===== config.mk =====
export PLATFORM = sky130hd
export DESIGN_NAME = serial_dac_control_interface
export DESIGN_NICKNAME = d
export VERILOG_FILES = /design/src/rtl/dac_ctrl_pkg.sv /design/src/rtl/serial_dac_control_interface.sv
export SDC_FILE = /design/constraint.sdc
export NUM_CORES = 1
export LEC_CHECK = 0
export BUFFER_PORTS_ARGS = -buffer_cell sky130_fd_sc_hd__clkbuf_2
export CORE_MARGIN = 2
export CORE_UTILIZATION = 54
export DETAILED_ROUTE_END_ITERATION = 8
export PLACE_DENSITY = 0.74
export SLEW_MARGIN = 15
export SYNTH_ARGS = -nofsm -noshare
export SYNTH_HDL_FRONTEND = slang
export SYNTH_HIERARCHICAL = 1
export SYNTH_SLANG_ARGS = --single-unit

===== constraint.sdc =====
create_clock -name clk -period 2.1 [get_ports clk]
set_input_delay 0.42 -clock clk [delete_from_list [all_inputs] [get_ports clk]]
set_output_delay 0.42 -clock clk [all_outputs]
set_load 0.02 [all_outputs]

===== src/rtl/dac_ctrl_pkg.sv =====
// Shared constants and types of the serial converter control logic
package dac_ctrl_pkg;

   // Command word layout
   localparam int WORD_W      = 16;
   localparam int DATA_W      = 12;
   localparam int DATA_LSB    = 0;
   localparam int MODE_LSB    = 12;
   localparam int MODE_MSB    = 13;
   localparam int MODE_W      = 2;
   localparam int WORD_MSB    = 15;

   // Reset values
   localparam logic [WORD_W-1:0] WORD_RESET = 16'h0000;
   localparam logic [DATA_W-1:0] CODE_ZERO  = 12'h000;

   // Buffer shape
   localparam int FIFO_DEPTH  = 4;

   // Pin sampling
   localparam int SYNC_STAGES = 2;

   // Converter operating mode, in field order 00..11
   typedef enum logic [1:0] {
      mode_normal,
      mode_pd_1k,
      mode_pd_100k,
      mode_pd_hiz
   } mode_t;

endpackage


===== src/rtl/serial_dac_control_interface.sv =====
// Serial converter control logic with its word buffer
//
// What this block does
// - Power-on reset clears or presets every register except the buffer storage, and forces zero-scale output.
// - Output stays zero-scale until a complete frame has been latched.
// - Clear pin low forces zero-scale output immediately, without a clock.
// - Clear resets the shift, chain, capture, buffer and converter registers; pin samplers keep running.
// - After clear releases, the next frame-select rise updates the output.
// - A 16-bit shift register receives each serial word.
// - Word is four control bits then twelve data bits.
// - Bits arrive MSB first; the two leading bits are ignored.
// - Data bits are straight unsigned binary, zero to full scale minus one.
// - Bits 13:12 select normal, 1k, 100k or open power-down.
// - Power-down ties output to ground via chosen resistor, or leaves it open.
// - Power-down selection travels in the data word on the normal path.
// - Data of words written while powered down is kept; the word that restores normal mode loads its own data.
// - Serial data is taken only while frame-select is low.
// - Every falling shift-clock edge in a frame shifts, even beyond sixteen.
// - Frame-select rise latches the last sixteen shifted bits and updates output.
// - Chain output is high impedance while frame-select is high.
// - In a frame, chain output is the shift register end, fifteen edges late.

// Word buffer between frame capture and converter register
module word_fifo #(
   parameter int WIDTH = 16,
   parameter int DEPTH = 4
) (
   input  wire logic             clk,
   input  wire logic             reset,
   input  wire logic             in_valid,
   output logic                  in_ready,
   input  wire logic [WIDTH-1:0] in_data,
   output logic                  out_valid,
   input  wire logic             out_ready,
   output logic      [WIDTH-1:0] out_data
);
   localparam int PTR_W = (DEPTH > 1) ? $clog2(DEPTH) : 1;
   localparam int CNT_W = $clog2(DEPTH + 1);

   logic [WIDTH-1:0] mem [DEPTH];
   logic [PTR_W-1:0] wr_ptr;
   logic [PTR_W-1:0] rd_ptr;
   logic [CNT_W-1:0] count;
   logic             push;
   logic             pop;

   // Honest full and empty from the fill count
   assign in_ready  = (count != CNT_W'(DEPTH));
   assign out_valid = (count != '0);
   assign push      = in_valid && in_ready;
   assign pop       = out_valid && out_ready;
   assign out_data  = mem[rd_ptr];

   // Storage writes
   always_ff @(posedge clk) begin
      if (push) begin
         mem[wr_ptr] <= in_data;
      end
   end

   // Pointers and fill count
   always_ff @(posedge clk) begin
      if (reset) begin
         wr_ptr <= '0;
         rd_ptr <= '0;
         count  <= '0;
      end else begin
         if (push) begin
            wr_ptr <= (wr_ptr == PTR_W'(DEPTH - 1)) ? '0 : wr_ptr + 1'b1;
         end
         if (pop) begin
            rd_ptr <= (rd_ptr == PTR_W'(DEPTH - 1)) ? '0 : rd_ptr + 1'b1;
         end
         count <= count + CNT_W'(push) - CNT_W'(pop);
      end
   end
endmodule

// Converter control: serial capture, chain output, mode and code
module serial_dac_control_interface #(
   parameter int WORD_BITS = dac_ctrl_pkg::WORD_W,
   parameter int BUF_DEPTH = dac_ctrl_pkg::FIFO_DEPTH
) (
   input  wire logic                                clk,
   input  wire logic                                reset,
   input  wire logic                                frame_select_n,
   input  wire logic                                shift_clock,
   input  wire logic                                serial_input_line,
   input  wire logic                                async_zero_clear_n,
   output logic                                     chain_output_line,
   output logic                                     chain_output_oe_n,
   output logic        [dac_ctrl_pkg::DATA_W-1:0]   analog_output_code,
   output logic                                     analog_output_drive,
   output logic                                     analog_output_pd_1k,
   output logic                                     analog_output_pd_100k,
   output dac_ctrl_pkg::mode_t                      analog_output_mode
);
   import dac_ctrl_pkg::*;

   logic [SYNC_STAGES-1:0] frame_sync;
   logic [SYNC_STAGES-1:0] sclk_sync;
   logic [SYNC_STAGES-1:0] serial_input_line_sync;
   logic [SYNC_STAGES-1:0] clr_sync;
   logic                   frame_prev;
   logic                   sclk_prev;
   logic                   frame_n_s;
   logic                   sclk_s;
   logic                   serial_input_line_s;
   logic                   clr_n_s;
   logic                   sclk_fall;
   logic                   frame_rise;
   logic                   regs_clear;
   logic [WORD_BITS-1:0]   serial_command_word;
   logic [WORD_BITS-1:0]   cap_word;
   logic                   cap_valid;
   logic                   cap_ready;
   logic                   buf_valid;
   logic                   buf_ready;
   logic [WORD_BITS-1:0]   buf_word;
   logic                   dac_load;
   logic [DATA_W-1:0]      dac_code;
   mode_t                  dac_mode;
   logic                   chain_bit;

   // Two-stage samplers for every pin from outside the clock domain
   always_ff @(posedge clk) begin
      if (reset) begin
         frame_sync <= '1;
         sclk_sync  <= '0;                     // Low reset value: never a false fall
         serial_input_line_sync  <= '0;
         clr_sync   <= '1;
      end else begin
         frame_sync <= {frame_sync[SYNC_STAGES-2:0], frame_select_n};
         sclk_sync  <= {sclk_sync[SYNC_STAGES-2:0], shift_clock};
         serial_input_line_sync  <= {serial_input_line_sync[SYNC_STAGES-2:0], serial_input_line};
         clr_sync   <= {clr_sync[SYNC_STAGES-2:0], async_zero_clear_n};
      end
   end

   assign frame_n_s = frame_sync[SYNC_STAGES-1];
   assign sclk_s    = sclk_sync[SYNC_STAGES-1];
   assign serial_input_line_s    = serial_input_line_sync[SYNC_STAGES-1];
   assign clr_n_s   = clr_sync[SYNC_STAGES-1];

   // Edge history of the sampled frame-select and shift clock
   always_ff @(posedge clk) begin
      if (reset) begin
         frame_prev <= 1'b1;
         sclk_prev  <= 1'b0;
      end else begin
         frame_prev <= frame_n_s;
         sclk_prev  <= sclk_s;
      end
   end

   // Shift only inside a frame, on a falling edge
   assign sclk_fall  = sclk_prev && !sclk_s && !frame_n_s;
   assign frame_rise = !frame_prev && frame_n_s;
   assign regs_clear = reset || !clr_n_s;

   // Input shift register, MSB first, no limit on edge count
   always_ff @(posedge clk) begin
      if (regs_clear) begin
         serial_command_word <= WORD_RESET;
      end else if (sclk_fall) begin
         serial_command_word <= {serial_command_word[WORD_BITS-2:0], serial_input_line_s};
      end
   end

   // Chain bit follows the register end after each shift
   always_ff @(posedge clk) begin
      if (regs_clear) begin
         chain_bit <= 1'b0;
      end else if (sclk_fall) begin
         chain_bit <= serial_command_word[WORD_BITS-2];
      end
   end

   // Chain pin driven only inside a frame
   assign chain_output_line = chain_bit;
   assign chain_output_oe_n = frame_n_s;

   // Frame end captures the current word, held until the buffer takes it
   always_ff @(posedge clk) begin
      if (regs_clear) begin
         cap_valid <= 1'b0;
         cap_word  <= WORD_RESET;
      end else if (frame_rise) begin
         cap_valid <= 1'b1;
         cap_word  <= serial_command_word;
      end else if (cap_ready) begin
         cap_valid <= 1'b0;
      end
   end

   // Buffer drains only while the clear is released
   assign buf_ready = clr_n_s;

   word_fifo #(
      .WIDTH (WORD_BITS),
      .DEPTH (BUF_DEPTH)
   ) u_word_fifo (
      .clk       (clk),
      .reset     (regs_clear),
      .in_valid  (cap_valid),
      .in_ready  (cap_ready),
      .in_data   (cap_word),
      .out_valid (buf_valid),
      .out_ready (buf_ready),
      .out_data  (buf_word)
   );

   assign dac_load = buf_valid && buf_ready;

   // Converter register: code and mode loaded together from one word
   always_ff @(posedge clk) begin
      if (regs_clear) begin
         dac_code <= CODE_ZERO;
         dac_mode <= mode_normal;
      end else if (dac_load) begin
         dac_code <= buf_word[DATA_LSB +: DATA_W];
         dac_mode <= mode_t'(buf_word[MODE_MSB:MODE_LSB]);
      end
   end

   // Raw clear pin overrides the code without waiting for a clock
   assign analog_output_code = async_zero_clear_n ? dac_code : CODE_ZERO;
   assign analog_output_mode = async_zero_clear_n ? dac_mode : mode_normal;

   // Output stage control from the selected mode
   always_comb begin
      analog_output_drive   = 1'b0;
      analog_output_pd_1k   = 1'b0;
      analog_output_pd_100k = 1'b0;
      unique case (analog_output_mode)
         mode_normal:  analog_output_drive   = 1'b1;
         mode_pd_1k:   analog_output_pd_1k   = 1'b1;
         mode_pd_100k: analog_output_pd_100k = 1'b1;
         mode_pd_hiz:  analog_output_drive   = 1'b0;
      endcase
   end

   // Checks on the design's own outputs and internal registers
   a_clear_zero: assert property (@(posedge clk) disable iff (reset)
      !async_zero_clear_n |-> (analog_output_code == CODE_ZERO) && analog_output_drive)
      else $error("clear low but output not zero-scale");

   a_reset_zero: assert property (@(posedge clk)
      reset |=> (dac_code == CODE_ZERO) && (dac_mode == mode_normal) && !cap_valid)
      else $error("reset did not clear converter state");

   a_clear_regs: assert property (@(posedge clk) disable iff (reset)
      !clr_n_s |=> (serial_command_word == WORD_RESET) && (dac_code == CODE_ZERO))
      else $error("clear did not reset internal registers");

   a_shift_edge: assert property (@(posedge clk) disable iff (regs_clear)
      sclk_fall |=> serial_command_word == {$past(serial_command_word[WORD_BITS-2:0]), $past(serial_input_line_s)})
      else $error("falling edge did not shift serial bit");

   a_idle_hold: assert property (@(posedge clk) disable iff (regs_clear)
      frame_n_s && $past(frame_n_s) |=> $stable(serial_command_word))
      else $error("shift register moved outside a frame");

   a_frame_cap: assert property (@(posedge clk) disable iff (regs_clear)
      frame_rise |=> cap_valid && (cap_word == $past(serial_command_word)))
      else $error("frame end did not capture the word");

   a_load_path: assert property (@(posedge clk) disable iff (regs_clear)
      $changed(dac_code) |-> $past(dac_load))
      else $error("code changed without a latched word");

   a_cap_reach: assert property (@(posedge clk) disable iff (regs_clear)
      frame_rise && !buf_valid && !cap_valid ##1 clr_n_s[*3] |-> ##0 dac_load || $past(dac_load))
      else $error("captured word not loaded promptly");

   a_mode_1k: assert property (@(posedge clk) disable iff (reset)
      analog_output_mode == mode_pd_1k |-> analog_output_pd_1k && !analog_output_drive && !analog_output_pd_100k)
      else $error("1k power-down decoded wrongly");

   a_mode_normal: assert property (@(posedge clk) disable iff (reset)
      analog_output_mode == mode_normal |-> analog_output_drive && !analog_output_pd_1k && !analog_output_pd_100k)
      else $error("normal mode decoded wrongly");

   a_mode_100k: assert property (@(posedge clk) disable iff (reset)
      analog_output_mode == mode_pd_100k |-> analog_output_pd_100k && !analog_output_drive && !analog_output_pd_1k)
      else $error("100k power-down decoded wrongly");

   a_mode_hiz: assert property (@(posedge clk) disable iff (reset)
      analog_output_mode == mode_pd_hiz |-> !analog_output_drive && !analog_output_pd_1k && !analog_output_pd_100k)
      else $error("open power-down decoded wrongly");

   // Chain pin enable against the raw frame pin, two samples back
   a_chain_hiz: assert property (@(posedge clk) disable iff (reset)
      $past(frame_select_n, 2) |-> chain_output_oe_n)
      else $error("chain output driven outside a frame");

   a_chain_drive: assert property (@(posedge clk) disable iff (reset)
      !$past(reset) && !$past(reset, 2) && !$past(frame_select_n, 2) |-> !chain_output_oe_n)
      else $error("chain output released inside a frame");

   a_chain_hold: assert property (@(posedge clk) disable iff (regs_clear)
      !sclk_fall |=> $stable(chain_output_line))
      else $error("chain output moved without a shift");

   a_chain_bit: assert property (@(posedge clk) disable iff (regs_clear)
      sclk_fall |=> chain_output_line == $past(serial_command_word[WORD_BITS-2]))
      else $error("chain output not register end");

   a_pd_keep: assert property (@(posedge clk) disable iff (regs_clear)
      dac_load |=> dac_code == $past(buf_word[DATA_LSB +: DATA_W]))
      else $error("data bits dropped on load");

   a_mode_load: assert property (@(posedge clk) disable iff (regs_clear)
      dac_load |=> dac_mode == mode_t'($past(buf_word[MODE_MSB:MODE_LSB])))
      else $error("mode bits dropped on load");

   // Clear and reset side effects on the outputs and internal state
   a_clear_mode: assert property (@(posedge clk) disable iff (reset)
      !async_zero_clear_n |-> analog_output_mode == mode_normal)
      else $error("clear low but power-down still selected");

   a_clear_cap: assert property (@(posedge clk) disable iff (reset)
      !clr_n_s |=> !cap_valid && !buf_valid)
      else $error("clear left a captured word pending");

   a_clear_fresh: assert property (@(posedge clk) disable iff (reset)
      $rose(clr_n_s) |-> !cap_valid && !buf_valid)
      else $error("word from before the clear still pending");

   a_reset_chain: assert property (@(posedge clk)
      reset |=> !chain_output_line && chain_output_oe_n)
      else $error("reset did not park the chain output");

   // Main scenarios
   c_frame_load:  cover property (@(posedge clk) disable iff (reset) frame_rise ##[1:6] dac_load);
   c_powerdown:   cover property (@(posedge clk) disable iff (reset) dac_load ##1 dac_mode == mode_pd_hiz);
   c_chain_drive: cover property (@(posedge clk) disable iff (reset) !chain_output_oe_n && chain_output_line);
   c_clear:       cover property (@(posedge clk) disable iff (reset) dac_code != CODE_ZERO ##1 !async_zero_clear_n);
   c_pd_100k:     cover property (@(posedge clk) disable iff (reset) dac_load ##1 dac_mode == mode_pd_100k);
endmodule


==> results_dict.tcl, run 1 <==
set metrics [dict create \
    clk_path_buf_depth 2 \
    violations "setup timing" \
    synth.avg_cell_area_um2 13.7 \
    grt_max_degree 32 \
    clk_latency_ns 0.51 \
    path_clk_slew_ns 0.06 \
    core_region_area_mm2 0.00813 \
    drive_gt1_share_pct 27.7 \
    critPathBufInv 2 \
    period_needed_ns 2.15 \
    peakVddDrop_mv 0.781 \
    synth_warnings 6 \
    dpl_worst_slack_ns -0.0709 \
    dieArea_mm2 0.00909 \
    start_util_pct 55.4 \
    cts-root-buf "clkbuf_8" \
    synth_nets 342 \
    grt_overflow_total 0 \
    routedWlPerCell_um 15.1 \
    io_buffers 24 \
    tightest_slew_ns 0.559 \
    slew_headroom_pct 62.7 \
    fin_util_pct 65.7 \
    outcome "complete, but fails checks" \
    timing.final.ws_setup_ns -0.0454 \
    place_congestion 0.725 \
    drc 0 \
    vias_per_cell 5.06 \
    grt_pass1_wl_mm 11.9 \
    syn_area_mm2 0.00451 \
    slew_violations 0 \
    rr_worst_depth 10 \
    hold_violations 0 \
    diodes 0 \
    hpwl_mm 4.46 \
    cts_tree "built" \
    hp-start "frame_select_n" \
    worstHoldPathCells 2 \
    num_rows 33 \
    power.density_mw_per_mm2 1240 \
    leakage_nw 1.94 \
    antenna_left 0 \
    antenna_found_initial 0 \
    slowest_stage "or3b_4" \
    critPathMaxStageDelay_ns 0.41 \
    multi_input_area_mm2 0.00142 \
    area_delta_synth_final_pct 18.6 \
    cts_num_sinks 120 \
    path_class "register to register" \
    nNetsFinal 377 \
    cap_violations 0 \
    numCtsBuffers 17 \
    fin_skew_ns 0.0108 \
    rr_startpoint "u_word_fifo/count[1]" \
    dr.first_iter.drc_count 98 \
    fmax_mhz 466 \
    worst_setup_path_end_kind "register" \
    rsz0062_at_grt "true" \
    seq_area_mm2 0.00297 \
    cp.required_ns 2.54 \
    die_h_um 95.3 \
    grt_pass1_vias 2462 \
    crit_chain "or3b_4, nand2_4, ha_1, inv_1, ha_1, inv_1, fa_2, xor2_2, and2_4, nor3_2" \
    period_share_pct 102 \
    setup_viol 1 \
    cp.arrival_ns 2.59 \
    io_pins 25 \
    r2r-end "u_word_fifo/count[2]" \
    totalWireLength_mm 7.27 \
    nFillCells 561 \
    syn-instance-count 328 \
    crit_family "simple AND/OR/NAND/NOR gates" \
    grtUsageTotal_pct 18.3 \
    num_vias 2435 \
    dieWidth_um 95.3 \
    startpoint_type "register" \
    holdPathEnd "frame_sync[0]" \
    htree_levels 4 \
    dr.pass1.iters 5 \
    rrSetupSlack_ns -0.05 \
    hp-class "primary input to register" \
    cp_max_fo 3 \
]
## placed cells by master (no fill, tap or decap), types with 7 or more instances in the layout
master	instances
mux4_2	14
buf_4	13
a21oi_1	16
nor2_1	34
clkbuf_2	24
clkbuf_16	16
nand2_1	29
edfxtp_1	56
mux2i_1	32
nor2b_1	9
and2_1	14
ha_1	7
dfxtp_1	61
## metal layers
layer | share of wire [%] | wire length (um) | track usage [%] | vias to the layer above
li1 | - | - | - | 1215
met4 | 1.5 | 110 | 9.42 | 0
met1 | 44 | 3210 | 21.5 | 1168
met5 | 0 | 0 | 0 | -
met3 | 3.4 | 245 | 5.06 | 11
met2 | 51 | 3700 | 30.9 | 41
## what timing repair did
item                       in CTS  in global routing
buffers inserted                2                  0
setup endpoints to repair       1                  1
pin swaps                       1                  0
hold buffers                    0                  0
gates resized for setup         4                  3
## state kept, by name (all words and copies together), names as in the netlist, named ones only
signal and cells:
cap_word 14, serial_input_line_sync 2, clr_sync 2, sclk_prev 1, u_word_fifo/wr_ptr 2, cap_valid 1, sclk_sync 2, serial_command_word 16
u_word_fifo/mem 56, u_word_fifo/count 3, dac_code 12, frame_sync 2, frame_prev 1, u_word_fifo/rd_ptr 2, dac_mode 2
## report_power, final
part	switching, mW	total (mW)	internal, mW
Clock	0.992	2.82	1.82
Combinational	0.567	1.16	0.591
Sequential	0.0962	2.68	2.58
## worst max-delay path by stage
stage / cells after the start / startpoint / slack, ns / to
2_1_floorplan: 11 / u_word_fifo/count[0] / -0.02 / u_word_fifo/count[2]
3_3_place_gp: 10 / u_word_fifo/count[1] / 0.03 / u_word_fifo/count[2]
3_5_place_dp: 10 / u_word_fifo/count[0] / -0.07 / u_word_fifo/count[2]
4_1_cts: 10 / u_word_fifo/count[1] / -0.06 / u_word_fifo/count[2]
5_1_grt: 10 / u_word_fifo/count[1] / -0.12 / u_word_fifo/count[2]
6_report: 10 / u_word_fifo/count[1] / -0.05 / u_word_fifo/count[2]
## cell type report
cell class | count | area share, %
flip-flops and latches | 120 | 55.6
well taps | 105 | 2.46
inverters | 5 | 0.351
clock inverters | 13 | 2.88
repair buffers | 37 | 4.07
multi-input cells | 182 | 26.6
clock buffers | 19 | 8.08
## per-stage QoR
step	instance area, um^2	total power [mW]	hold slack [ns]	setup TNS [ns]	cells
floorplan	4520	3.59	0.389	-0.0235	328
global placement	4720	3.75	0.397	0	447
detailed placement	4720	3.81	0.394	-0.0709	447
CTS	5330	6.68	0.0714	-0.0569	481
global route	5340	6.93	0.0791	-0.121	481
finish	5340	6.65	0.0877	-0.0454	481
Power figures use the tool's default switching activity.
==> run 2: changes to the inputs <==
==> constraint.sdc (replaced) <==
create_clock -name clk -period 2.1 [get_ports clk]
set_input_delay 0.105 -clock clk [delete_from_list [all_inputs] [get_ports clk]]
set_output_delay 0.105 -clock clk [all_outputs]
set_load 0.02 [all_outputs]
==> run 2 against run 1 <==
The run still ends with setup timing left; combinational power is essentially flat; core utilization grew 1.4 points; non-clock buffer count grew 6; global-route usage grew 0.48 points; clock skew shrank 0.0035 ns; maximum frequency grew 2.0%; sequential cell count is the same; register-to-register slack gained 0.04 ns; worst setup slack gained 0.042 ns; cell count grew 1.2%; critical path type unchanged.
==> results_dict.tcl, run 2 (synthesis gave the netlist of run 1 again) <==
set metrics [dict create \
    outcome "complete, but fails checks" \
    violations "setup timing" \
    reg.largest.list "u_word_fifo/mem (56), serial_command_word (16), cap_word (14)" \
    clk_path_buf_depth 2 \
    crit_path_start "u_word_fifo/count[1]" \
    layout_commonest_cell "dfxtp_1" \
    core_region_area_mm2 0.00813 \
    dpl_worst_slack_ns -0.0698 \
    worst_setup_path_end_kind "register" \
    cap_violations 0 \
    start_util_pct 55.4 \
    grt_max_degree 35 \
    met1_usage_pct 22.2 \
    cp.arrival_ns 2.48 \
    clk_latency_ns 0.51 \
    nFillCells 561 \
    rrSetupSlack_ns -0.003 \
    antenna_left 0 \
    hpwl_mm 4.54 \
    fin_util_pct 67.1 \
    leakage_nw 2.00 \
    io_pins 25 \
    cts_tree "built" \
    num_rows 33 \
    dr.first_iter.drc_count 100 \
    hp-class "primary input to register" \
    vias_per_cell 5.17 \
    dr.pass1.iters 5 \
    worstHoldPathCells 2 \
    mostFrequentLayoutCells "62 x dfxtp_1, 56 x edfxtp_1, 34 x nor2_1" \
    rr_startpoint "u_word_fifo/count[1]" \
    cp.required_ns 2.47 \
    cts_num_sinks 120 \
    fin_skew_ns 0.00736 \
    setup_viol 1 \
    totalWireLength_mm 7.55 \
    hold_violations 0 \
    cp_max_fo 4 \
    htree_levels 4 \
    holdPathEnd "clr_sync[0]" \
    diodes 0 \
    fmax_mhz 475 \
    grtUsageMet2_pct 31.0 \
    r2r-end "u_word_fifo/count[2]" \
    multi_input_area_mm2 0.00141 \
    critPathMaxStageDelay_ns 0.41 \
    drive_gt1_share_pct 26.2 \
    crit_chain "or3b_4, nand2_4, ha_1, inv_1, ha_1, inv_1, fa_2, xor2_1, and2_1, nor3_2" \
    globalRoute.busiestLayer "met2" \
    area_delta_synth_final_pct 21.0 \
    power.density_mw_per_mm2 1260 \
    peakVddDrop_mv 0.693 \
    slew_violations 0 \
    path_clk_slew_ns 0.06 \
    hp-start "async_zero_clear_n" \
    slowest_stage "or3b_4" \
    grtUsageTotal_pct 18.8 \
    grt_overflow_total 0 \
    dieArea_mm2 0.00909 \
    tightest_slew_ns 0.539 \
    startpoint_type "register" \
    timing.final.ws_setup_ns -0.00348 \
    period_needed_ns 2.10 \
    grt_pass1_wl_mm 12.3 \
    io_buffers 24 \
    use_met3_pct 5.30 \
    seq_area_mm2 0.00297 \
    tns_ns -0.00348 \
    cts-root-buf "clkbuf_8" \
    path_class "register to register" \
    antenna_found_initial 0 \
    slew_headroom_pct 64.0 \
    routedWlPerCell_um 15.5 \
    rr_worst_depth 10 \
    largest_reg_flops 56 \
    grt_pass1_vias 2503 \
    place_congestion 0.704 \
    die_h_um 95.3 \
    drc 0 \
    numCtsBuffers 17 \
    dieWidth_um 95.3 \
    num_vias 2518 \
    regMostFlops "u_word_fifo/mem" \
    nNetsFinal 383 \
    period_share_pct 100 \
    rsz0062_at_grt "true" \
]
-- run 2: cell type report --
type / instances / share of cell area (%)
repair buffers: 43 / 5.37
flip-flops and latches: 120 / 54.4
well taps: 105 / 2.41
inverters: 5 / 0.344
multi-input cells: 182 / 25.8
clock inverters: 15 / 4.15
clock buffers: 17 / 7.59
-- run 2: routing by layer --
layer  share of wire (%)  routed length [um]  vias to the layer above
met3                 3.5                 267                       17
met1                  44                3330                     1214
met2                  50                3790                       54
li1                    -                   -                     1233
met5                   0                   0                        -
met4                 2.2                 167                        0
-- run 2: timing repair --
item,CTS,global route
pin swaps,1,0
gates resized for setup,2,0
endpoints found under the hold margin,10,0
setup buffers,1,0
hold buffers,7,0
setup endpoints to repair,1,1
-- run 2: through the flow --
| stage | hold WS [ns] | total power, mW | instance area (um^2) | cells |
|---|---|---|---|---|
| after CTS | 0.0218 | 6.97 | 5450 | 487 |
| after detailed placement | 0.298 | 3.83 | 4730 | 447 |
| final | 0.0350 | 6.90 | 5450 | 487 |
| after floorplan | 0.209 | 3.59 | 4520 | 328 |
| after global routing | 0.0435 | 7.19 | 5450 | 487 |
| after global placement | 0.290 | 3.78 | 4730 | 447 |
-- run 2: worst max-delay path by stage --
stage	end	slack, ns
floorplan	u_word_fifo/count[2]	-0.02
global placement	u_word_fifo/count[2]	0.01
detailed placement	u_word_fifo/count[2]	-0.07
CTS	u_word_fifo/count[2]	-0.01
global route	u_word_fifo/count[2]	-0.10
finish	u_word_fifo/count[2]	-0.003
-- run 2: worst max-delay path: cells and delay by family, from the launching register on --
family / cells / cell delay, ns
buffers and inverters: 2 / 0.10
adders and majority gates: 3 / 0.68
DFF: 1 / 0.33
xor gates and xnor gates: 1 / 0.16
and+or+nand+nor: 4 / 0.69
-- run 2: where the power goes --
| part | leakage (nW) | internal, mW | total, mW | switching (mW) |
|---|---|---|---|---|
| sequential | 1.00 | 2.58 | 2.66 | 0.0884 |
| combinational | 0.689 | 0.584 | 1.14 | 0.556 |
| clock | 0.304 | 2.05 | 3.09 | 1.04 |
| total | 2.00 | 5.21 | 6.90 | 1.69 |
